--- src/ute_regs.svh ---
// Constants for the translation-entry special-register path.
// Assumes big-endian field numbering: field bit n sits at word bit 31-n.
`ifndef UTE_REGS_SVH
`define UTE_REGS_SVH

`define UTE_SEL_W 14
`define UTE_SEL_ENTRY_HIGH 14'h1003
`define UTE_SEL_INDEX 14'h1004
`define UTE_SEL_SEARCH 14'h1005

`define UTE_IDX_W 6
`define UTE_LAST_IDX 6'h3f
`define UTE_IDX_RESET 6'h00
`define UTE_IDX_STEP 6'h01
`define UTE_TID_W 8
`define UTE_TAG_W 22
`define UTE_SIZE_W 3

// Stored entry: tag, size, valid, owner id
`define UTE_ENT_W 34
`define UTE_ENT_TAG 33:12
`define UTE_ENT_SIZE 11:9
`define UTE_ENT_VALID 8
`define UTE_ENT_TID 7:0
`define UTE_ENT_CLEAR 34'h0_0000_0000

// Entry-high word fields
`define UTE_HI_TAG 31:10
`define UTE_HI_SIZE 9:7
`define UTE_HI_VALID 6
`define UTE_HI_ENDIAN_VAL 1'h0
`define UTE_HI_USER_VAL 1'h0
`define UTE_HI_RSVD_VAL 4'h0

// Index word fields
`define UTE_IX_RSVD_VAL 25'h0000000
`define UTE_IX_INDEX 5:0

// Search word field
`define UTE_SX_VPN 31:10

`define UTE_WORD_ZERO 32'h0000_0000
`define UTE_TID_ZERO 8'h00

// Configuration thresholds
`define UTE_MMU_REG_MIN 1
`define UTE_IX_ACCESS_MIN 0
`define UTE_HI_RD_LEVEL_A 1
`define UTE_HI_RD_LEVEL_B 3

`endif
--- src/ute_pkg.sv ---
// Types shared by the translation-entry access block.
// Assumes ute_regs.svh holds all numeric constants.
package ute_pkg;

  typedef enum logic [2:0] {
    st_idle,
    st_hi_read,
    st_srch_addr,
    st_srch_check,
    st_clear
  } ute_state_t;

endpackage : ute_pkg

--- src/ute_access.sv ---
// Special-register access to the unified translation buffer entry-high word.
// Assumes the core issues one move per cycle and holds off while busy is high.
// Assumes config_load clears the store before any entry is used.
// How it works
// - registers exist only when config level exceeds 1
// - entry-high selected by special number 0x1003
// - index register selected by special number 0x1004
// - entry-high access uses entry at current index
// - entry-high reads gated by buffer access level
// - entry-high write stores process id into entry
// - entry-high read loads entry owner into process id
// - configuration load zeroes every entry
// - core and debug resets keep buffer contents
// - bits 0:21 hold tag compared with page
// - bits 22:24 hold size, limiting tag compare
// - bit 25 valid; invalid entries never match
// - bit 26 endian reads zero, read-only
// - bit 27 user attribute reads zero, read-only
// - search sets miss flag, clears it on hit
// - index write clears miss flag
// - bits 26:31 index, loaded on search hit
// - index access needs access level above zero
// - search started by move to 0x1005
// - search compares only valid entries, size masked
`timescale 1ns/10ps
`include "ute_regs.svh"

module ute_access #(
  parameter int mmu_config_level = 2,
  parameter int buffer_access_level = 3
) (
  input wire logic clock,
  input wire logic rst_b,
  input wire logic debug_reset,
  input wire logic config_load,
  input wire logic [`UTE_SEL_W-1:0] special_reg_select,
  input wire logic move_to_special,
  input wire logic move_from_special,
  input wire logic [31:0] special_wdata,
  output logic special_ack,
  output logic [31:0] special_rdata,
  output logic busy,
  input wire logic [`UTE_TID_W-1:0] process_ident_reg,
  output logic process_ident_load,
  output logic [`UTE_TID_W-1:0] process_ident_load_data
);

  localparam bit regs_present = mmu_config_level > `UTE_MMU_REG_MIN;
  localparam bit index_access = buffer_access_level > `UTE_IX_ACCESS_MIN;
  localparam bit high_readable = (buffer_access_level == `UTE_HI_RD_LEVEL_A) ||
                                 (buffer_access_level == `UTE_HI_RD_LEVEL_B);

  ute_pkg::ute_state_t state;
  logic [`UTE_IDX_W-1:0] entry_index;
  logic miss_flag;
  logic [`UTE_IDX_W-1:0] scan_ptr;
  logic [`UTE_TAG_W-1:0] search_vpn;

  logic idle;
  logic sel_high;
  logic sel_index;
  logic sel_search;
  logic high_write;
  logic high_read;
  logic high_read_go;
  logic index_write;
  logic index_read;
  logic search_write;
  logic scan_last;
  logic entry_hit;
  logic clearing;
  logic probing;
  logic checking;
  logic reading;
  logic high_read_blocked;

  logic mem_wr_en;
  logic [`UTE_IDX_W-1:0] mem_wr_addr;
  logic [`UTE_ENT_W-1:0] mem_wr_data;
  logic mem_rd_en;
  logic [`UTE_IDX_W-1:0] mem_rd_addr;
  logic [`UTE_ENT_W-1:0] mem_rd_data;

  // Select decode; below the configuration threshold no register answers
  function automatic logic ute_sel_is(input logic [`UTE_SEL_W-1:0] sel,
                                      input logic [`UTE_SEL_W-1:0] code);
    ute_sel_is = regs_present && (sel == code);
  endfunction : ute_sel_is

  // Stored entry from a written word; fixed and reserved bits are not kept
  function automatic logic [`UTE_ENT_W-1:0] ute_pack_entry(input logic [31:0] word,
                                                          input logic [`UTE_TID_W-1:0] owner);
    ute_pack_entry = {word[`UTE_HI_TAG],
                      word[`UTE_HI_SIZE],
                      word[`UTE_HI_VALID],
                      owner};
  endfunction : ute_pack_entry

  // Entry-high word rebuilt from a stored entry
  function automatic logic [31:0] ute_high_word(input logic [`UTE_ENT_W-1:0] ent);
    ute_high_word = {ent[`UTE_ENT_TAG],
                     ent[`UTE_ENT_SIZE],
                     ent[`UTE_ENT_VALID],
                     `UTE_HI_ENDIAN_VAL,
                     `UTE_HI_USER_VAL,
                     `UTE_HI_RSVD_VAL};
  endfunction : ute_high_word

  // Index word: miss flag on top, index at the bottom
  function automatic logic [31:0] ute_index_word(input logic miss,
                                                 input logic [`UTE_IDX_W-1:0] idx);
    ute_index_word = {miss, `UTE_IX_RSVD_VAL, idx};
  endfunction : ute_index_word

  // Decode of the special-register moves; nothing answers while busy
  always_comb begin
    idle = (state == ute_pkg::st_idle);
    clearing = (state == ute_pkg::st_clear);
    probing = (state == ute_pkg::st_srch_addr);
    checking = (state == ute_pkg::st_srch_check);
    reading = (state == ute_pkg::st_hi_read);
    sel_high = ute_sel_is(special_reg_select, `UTE_SEL_ENTRY_HIGH);
    sel_index = ute_sel_is(special_reg_select, `UTE_SEL_INDEX);
    sel_search = ute_sel_is(special_reg_select, `UTE_SEL_SEARCH);
    high_write = idle && move_to_special && sel_high;
    high_read = idle && move_from_special && sel_high;
    high_read_go = high_read && high_readable;
    high_read_blocked = high_read && !high_readable;
    index_write = idle && move_to_special && sel_index && index_access;
    index_read = idle && move_from_special && sel_index;
    search_write = idle && move_to_special && sel_search;
    scan_last = (scan_ptr == `UTE_LAST_IDX);
    busy = !idle;
  end

  // Memory port steering: scans own the ports, otherwise the index does
  always_comb begin
    mem_wr_en = high_write || clearing;
    mem_wr_addr = clearing ? scan_ptr : entry_index;
    if (clearing) begin
      mem_wr_data = `UTE_ENT_CLEAR;
    end else begin
      mem_wr_data = ute_pack_entry(special_wdata, process_ident_reg);
    end
    mem_rd_en = high_read_go || probing;
    mem_rd_addr = probing ? scan_ptr : entry_index;
  end

  ute_entry_mem u_mem (
    .clock(clock),
    .wr_en(mem_wr_en),
    .wr_addr(mem_wr_addr),
    .wr_data(mem_wr_data),
    .rd_en(mem_rd_en),
    .rd_addr(mem_rd_addr),
    .rd_data(mem_rd_data)
  );

  ute_page_match u_match (
    .vpn(search_vpn),
    .tag(mem_rd_data[`UTE_ENT_TAG]),
    .size(mem_rd_data[`UTE_ENT_SIZE]),
    .valid(mem_rd_data[`UTE_ENT_VALID]),
    .match(entry_hit)
  );

  // Sequencer. Config load wins over everything, even a search in flight.
  always_ff @(posedge clock or negedge rst_b) begin
    if (!rst_b) begin
      state <= ute_pkg::st_idle;
    end else if (config_load) begin
      state <= ute_pkg::st_clear;
    end else begin
      unique case (state)
        ute_pkg::st_idle: begin
          if (search_write) begin
            state <= ute_pkg::st_srch_addr;
          end else if (high_read_go) begin
            state <= ute_pkg::st_hi_read;
          end
        end
        ute_pkg::st_hi_read: begin
          state <= ute_pkg::st_idle;
        end
        ute_pkg::st_srch_addr: begin
          state <= ute_pkg::st_srch_check;
        end
        // Lowest matching index wins; a full miss walks all 64 entries
        ute_pkg::st_srch_check: begin
          if (entry_hit || scan_last) begin
            state <= ute_pkg::st_idle;
          end else begin
            state <= ute_pkg::st_srch_addr;
          end
        end
        ute_pkg::st_clear: begin
          if (scan_last) begin
            state <= ute_pkg::st_idle;
          end
        end
      endcase
    end
  end

  // Scan pointer shared by search and clear walks
  always_ff @(posedge clock or negedge rst_b) begin
    if (!rst_b) begin
      scan_ptr <= `UTE_IDX_RESET;
    end else if (config_load || search_write) begin
      scan_ptr <= `UTE_IDX_RESET;
    end else if (clearing || (checking && !entry_hit)) begin
      scan_ptr <= scan_ptr + `UTE_IDX_STEP;
    end
  end

  // Page number under search, held for the whole walk
  always_ff @(posedge clock or negedge rst_b) begin
    if (!rst_b) begin
      search_vpn <= '0;
    end else if (search_write) begin
      search_vpn <= special_wdata[`UTE_SX_VPN];
    end
  end

  // Entry index. Debug reset clears it; the buffer itself is untouched.
  // A failed search leaves the index where it was.
  always_ff @(posedge clock or negedge rst_b) begin
    if (!rst_b) begin
      entry_index <= `UTE_IDX_RESET;
    end else if (debug_reset) begin
      entry_index <= `UTE_IDX_RESET;
    end else if (index_write) begin
      entry_index <= special_wdata[`UTE_IX_INDEX];
    end else if (checking && entry_hit) begin
      entry_index <= scan_ptr;
    end
  end

  // Miss flag. Index writes land only while idle, so never meet a search result.
  always_ff @(posedge clock or negedge rst_b) begin
    if (!rst_b) begin
      miss_flag <= 1'b0;
    end else if (debug_reset) begin
      miss_flag <= 1'b0;
    end else if (index_write) begin
      miss_flag <= 1'b0;
    end else if (checking && entry_hit) begin
      miss_flag <= 1'b0;
    end else if (checking && scan_last) begin
      miss_flag <= 1'b1;
    end
  end

  // Read answer strobe: index in one cycle, entry-high after the memory read
  always_ff @(posedge clock or negedge rst_b) begin
    if (!rst_b) begin
      special_ack <= 1'b0;
    end else begin
      special_ack <= index_read || high_read_blocked || reading;
    end
  end

  // Read answer data; holds its last value between answers
  always_ff @(posedge clock or negedge rst_b) begin
    if (!rst_b) begin
      special_rdata <= `UTE_WORD_ZERO;
    end else if (index_read) begin
      if (index_access) begin
        special_rdata <= ute_index_word(miss_flag, entry_index);
      end else begin
        special_rdata <= `UTE_WORD_ZERO;
      end
    end else if (high_read_blocked) begin
      special_rdata <= `UTE_WORD_ZERO;
    end else if (reading) begin
      special_rdata <= ute_high_word(mem_rd_data);
    end
  end

  // Owner id goes back to the process id register with the read answer
  always_ff @(posedge clock or negedge rst_b) begin
    if (!rst_b) begin
      process_ident_load <= 1'b0;
    end else begin
      process_ident_load <= reading;
    end
  end

  // Owner id data holds between loads
  always_ff @(posedge clock or negedge rst_b) begin
    if (!rst_b) begin
      process_ident_load_data <= `UTE_TID_ZERO;
    end else if (reading) begin
      process_ident_load_data <= mem_rd_data[`UTE_ENT_TID];
    end
  end

endmodule : ute_access

--- src/ute_entry_mem.sv ---
// Translation entry store, one write and one read port, registered read data.
// Assumes the caller never writes and reads the same address in one cycle.
`timescale 1ns/10ps
`include "ute_regs.svh"

module ute_entry_mem (
  input wire logic clock,
  input wire logic wr_en,
  input wire logic [`UTE_IDX_W-1:0] wr_addr,
  input wire logic [`UTE_ENT_W-1:0] wr_data,
  input wire logic rd_en,
  input wire logic [`UTE_IDX_W-1:0] rd_addr,
  output logic [`UTE_ENT_W-1:0] rd_data
);

  // No reset: contents survive core and debug resets
  logic [`UTE_ENT_W-1:0] store [0:(1<<`UTE_IDX_W)-1];

  always_ff @(posedge clock) begin
    if (wr_en) begin
      store[wr_addr] <= wr_data;
    end
  end

  always_ff @(posedge clock) begin
    if (rd_en) begin
      rd_data <= store[rd_addr];
    end
  end

endmodule : ute_entry_mem

--- src/ute_page_match.sv ---
// Compares a virtual page number against one stored entry under its size.
// Purely combinational; fed from registered memory data.
`timescale 1ns/10ps
`include "ute_regs.svh"

module ute_page_match (
  input wire logic [`UTE_TAG_W-1:0] vpn,
  input wire logic [`UTE_TAG_W-1:0] tag,
  input wire logic [`UTE_SIZE_W-1:0] size,
  input wire logic valid,
  output logic match
);

  // Each size step drops two more low tag bits from the compare
  function automatic logic [`UTE_TAG_W-1:0] ute_size_mask(input logic [`UTE_SIZE_W-1:0] sz);
    ute_size_mask = {`UTE_TAG_W{1'b1}} << {sz, 1'b0};
  endfunction : ute_size_mask

  always_comb begin
    match = valid && (((vpn ^ tag) & ute_size_mask(size)) == '0);
  end

endmodule : ute_page_match

--- config.mk ---
export PLATFORM = sky130hd
export DESIGN_NAME = ute_access
export DESIGN_NICKNAME = d
export VERILOG_FILES = /design/src/ute_pkg.sv /design/src/ute_access.sv /design/src/ute_entry_mem.sv /design/src/ute_page_match.sv
export VERILOG_INCLUDE_DIRS = /design/src
export SDC_FILE = /design/constraint.sdc
export NUM_CORES = 2
export LEC_CHECK = 0
export BUFFER_PORTS_ARGS = -buffer_cell sky130_fd_sc_hd__buf_2
export CELL_PAD_IN_SITES_DETAIL_PLACEMENT = 0
export CELL_PAD_IN_SITES_GLOBAL_PLACEMENT = 1
export CORE_UTILIZATION = 50
export CTS_BUF_LIST = sky130_fd_sc_hd__clkbuf_16
export CTS_CLUSTER_DIAMETER = 30
export DETAILED_ROUTE_END_ITERATION = 8
export HOLD_SLACK_MARGIN = 0.12
export PLACE_DENSITY = 0.7
export SLEW_MARGIN = 20
export SYNTH_ARGS = -nofsm -noshare
export SYNTH_HDL_FRONTEND = slang
export SYNTH_SLANG_ARGS = --single-unit
export TNS_END_PERCENT = 50
--- constraint.sdc ---
create_clock -name clock -period 9.6 [get_ports clock]
set_input_delay 0.96 -clock clock [delete_from_list [all_inputs] [get_ports clock]]
set_output_delay 0.96 -clock clock [all_outputs]
set_load 0.05 [all_outputs]
==> run_results.csv <==
group,metric,value,unit
status,outcome,"completed",
die,top_level_ports,103,
place,post_dp_cell_area,92200,um^2
place,portBuffers,102,
yosys,yosysTopAreaCellShare,0.755,
routing,dr.pass1.iters,6,
worst_setup_path,end_kind,"flip-flop",
place,post-place-ws,4.20,ns
clock_network,cts_buffer_depth,4,
yosys,synth-adder-area-share,0.000142,
worst_setup_path,required,10.16,ns
die,core,174000,um^2
clock_network,clkLatencyLatePin,0.97,ns
yosys,synth-edff-count,2210,
global_routing,overflow,0,
pwr,p_leak,42.0,nW
cells_and_area,nets,5336,
clock_network,cts_made_buffers,433,
clock_network,cts_tree,"done",
cells_and_area,stdcell_count,7954,
place,gp_congestion,0.807,
worst_setup_path,cp-start-kind,"flip-flop",
worst_setup_path,critPathArrivalTime,5.98,ns
yosys,ys_types,48,
clock_network,cts.sinks,2290,
timing,hold_ws,0.230,ns
timing,rsz0062_at_grt,"false",
yosys,yosys-top-cells-area,"edfxtp_1 (76%), mux2i_1 (13%), o22ai_1 (3.9%)",
routing,routed_wl,239000,um
timing,fin_setup_tns,0,ns
yosys,yosys_warnings,0,
place,dp.cells,7164,
pwr,p_total,27.0,mW
yosys,synth_cells,4856,
clock_network,path_clk_slew,0.05,ns
worst_hold_path,min_path_cells,3,
timing,timing.final.crit_share,0.565,
timing,fin_worst_skew,0.0842,ns
yosys,synthArstFlopShare,0.0349,
global_routing,grt_pass1_wl,337000,um
cells_and_area,post-route-cell-area,107000,um^2
clock_network,cts-root-buf,"clkbuf_16",
global_routing,antenna_found_initial,4,
worst_hold_path,hold_path.class,"in -> reg",
global_routing,grt.total_usage,0.265,
die,initial_core_util,0.504,
timing,hold_viol_final,0,
yosys,ys_ff_latch,2290,
cells_and_area,syn_to_final_growth,21.8,%
die,rows,153,
worst_setup_path,critical_path_class,"reg -> reg",
global_routing,grt_max_degree,118,
routing,wl_per_cell,30.0,um
routing,via_per_inst,6.10,
timing,slew_viol_final,0,
routing,drt_iter0_markers,4875,
yosys,synthSimpleGateAreaFrac,0.0212,
timing,relSlewSlack,0.119,
yosys,syn_area,87900,um^2
yosys,muxShareOfSynthArea,0.126,
worst_setup_path,r2r_cells,9,
yosys,synth_top_family_by_area,"multiplexers",
yosys,ys_seq_area_frac,0.778,
yosys,synth_top_area_cell,"edfxtp_1",
routing,ant_nets,0,
worst_setup_path,worstPathMaxFanout,36,
yosys,syn_area_per_cell,18.1,um^2
cells_and_area,final_layout_size_suffix_gt1_frac,0.203,
worst_setup_path,critPathMaxStageDelay,0.85,ns
yosys,synth_flop_cell,"edfxtp_1",
timing,tightest_slew,1.30,ns
job,drv_cap,0,
timing,setup_violations,0,
place,post-dp-hpwl,124000,um
die,die_x,421,um
yosys,synth_xor_area_frac,0.00229,
worst_setup_path,slowest_stage,"o41ai_1",
yosys,syn-num-nets,4917,
worst_setup_path,path_cells,"or3b_1 -> mux2i_4 -> buf_4 -> buf_4 -> buf_4 -> mux2i_1 -> o22ai_1 -> o41ai_1 -> nand4_1",
pwr,peakVddDrop,219,uV
worst_setup_path,path_common_cell,"buf_4",
die,die-area,177000,um^2
routing,num_vias,48558,
pwr,power_density,252,nW/um^2
clock_network,h-tree-depth,5,
global_routing,grt_pass1_vias,47259,
timing,finalCriticalPeriod,5.43,ns
die,die_h,421,um
routing,drc_errors,0,
yosys,synth_compound_area_frac,0.0566,
timing,timing.final.ws_setup,4.17,ns
cells_and_area,final_core_util,0.614,
timing,fmax,0.184,GHz
cell usage in the layout, fill, tap and decap left out, types with 3 or more instances in the layout:
cell type,n
mux2_2,6
nand2_8,5
inv_6,37
nand3b_1,11
o31ai_1,6
buf_12,7
clkinv_4,40
nor2_4,64
edfxtp_1,2210
inv_8,6
a21oi_1,30
nand2_2,3
nand4_1,35
o41ai_2,51
clkinv_1,47
nand2_1,190
and2_4,25
buf_4,148
xor2_1,14
bufinv_16,64
dfrtp_1,80
clkbuf_16,438
nand2_4,4
and2_2,9
nand3_1,16
buf_2,104
inv_1,37
o41ai_1,85
clkinvlp_4,58
mux2i_1,1097
o21ai_0,11
a211o_1,3
or3_1,6
nor2_1,19
clkinv_2,67
nor3_1,4
o22ai_1,545
and2_1,3
xnor2_1,9
Yosys cell counts (all sizes together) (3+ instances only):
cell / instances
xor2: 14
o22ai: 545
o41ai: 136
and2: 37
nor2: 83
or3: 6
dfrtp: 80
edfxtp: 2210
a21oi: 30
xnor2: 9
nand4: 35
o31ai: 8
nor3: 4
nand3b: 11
clkbuf: 79
mux2: 6
buf: 197
mux2i: 1099
inv: 7
a211o: 3
nand3: 16
nand2: 202
o21ai: 13
worst max-delay path: cells and delay by family (launching register included):
family / cells / cell delay (ns)
flops: 1 / 0.44
buf+inv: 3 / 1.46
compound gates: 2 / 0.96
mux: 2 / 0.94
simple gates: 2 / 1.14
routing by layer:
layer | GRT usage | vias to the layer above | part of all wire
met1 | 0.374 | 25259 | 0.42
li1 | - | 20718 | -
met3 | 0.0757 | 349 | 0.10
met5 | 0 | - | 0.000054
met4 | 0.0728 | 2 | 0.021
met2 | 0.404 | 2230 | 0.46
repair_timing:
| action | 4_1_cts | 5_1_grt |
|---|---|---|
| hold buffers | 1 | 0 |
| setup buffers | 0 | 0 |
| setup endpoints to repair | 0 | 0 |
| gates resized for setup | 0 | 0 |
| endpoints found under the hold margin | 22 | 0 |
final cells by class:
class	instances	area [um^2]
Sequential cell	2290	68400
Fill cell	12413	67200
Multi-Input combinational cell	2282	19200
Clock buffer	438	11000
Clock inverter	350	3770
Tap cell	2325	2910
Timing Repair Buffer	260	1780
Inverter	8	30.0
Antenna cell	1	2.50
path summary, 6_finish.rpt:
| path | startpoint | slack (ns) | endpoint |
|---|---|---|---|
| worst max-delay path | state[1]$_DFFE_PN0P_ | 4.17 | u_mem.rd_data[12]$_DFFE_PP_ |
| worst min-delay path | special_wdata[29] | 0.23 | search_vpn[19]$_DFFE_PN0P_ |
| worst max register to register | state[1]$_DFFE_PN0P_ | 4.17 | u_mem.rd_data[12]$_DFFE_PP_ |
| worst min register to register | process_ident_load_data[5]$_DFFE_PN0P_ | 0.47 | process_ident_load_data[5]$_DFFE_PN0P_ |
| max in group asynchronous | rst_b | 8.08 | search_vpn[16]$_DFFE_PN0P_ |
| min in group asynchronous | rst_b | 0.43 | process_ident_load_data[4]$_DFFE_PN0P_ |
kinds of logic after synthesis:
logic type,Yosys count
flops,2290
mux,1105
compound gates,744
simple gates,409
buf+inv,284
xor+xnor,23
fa+ha+maj,1
state kept, by name, indices dropped and copies added (netlist names), 3 cells and up:
name,flops
state,3
u_mem.rd_data,34
search_vpn,22
process_ident_load_data,8
scan_ptr,6
u_mem.store,2176
special_rdata,32
entry_index,6
power by group:
part,leakage [nW],switching [mW],internal (mW)
clock,7.19,5.05,10.0
combinational,13.3,0.613,0.355
sequential,21.6,0.0254,10.9
(Power assumes the default switching activity.)
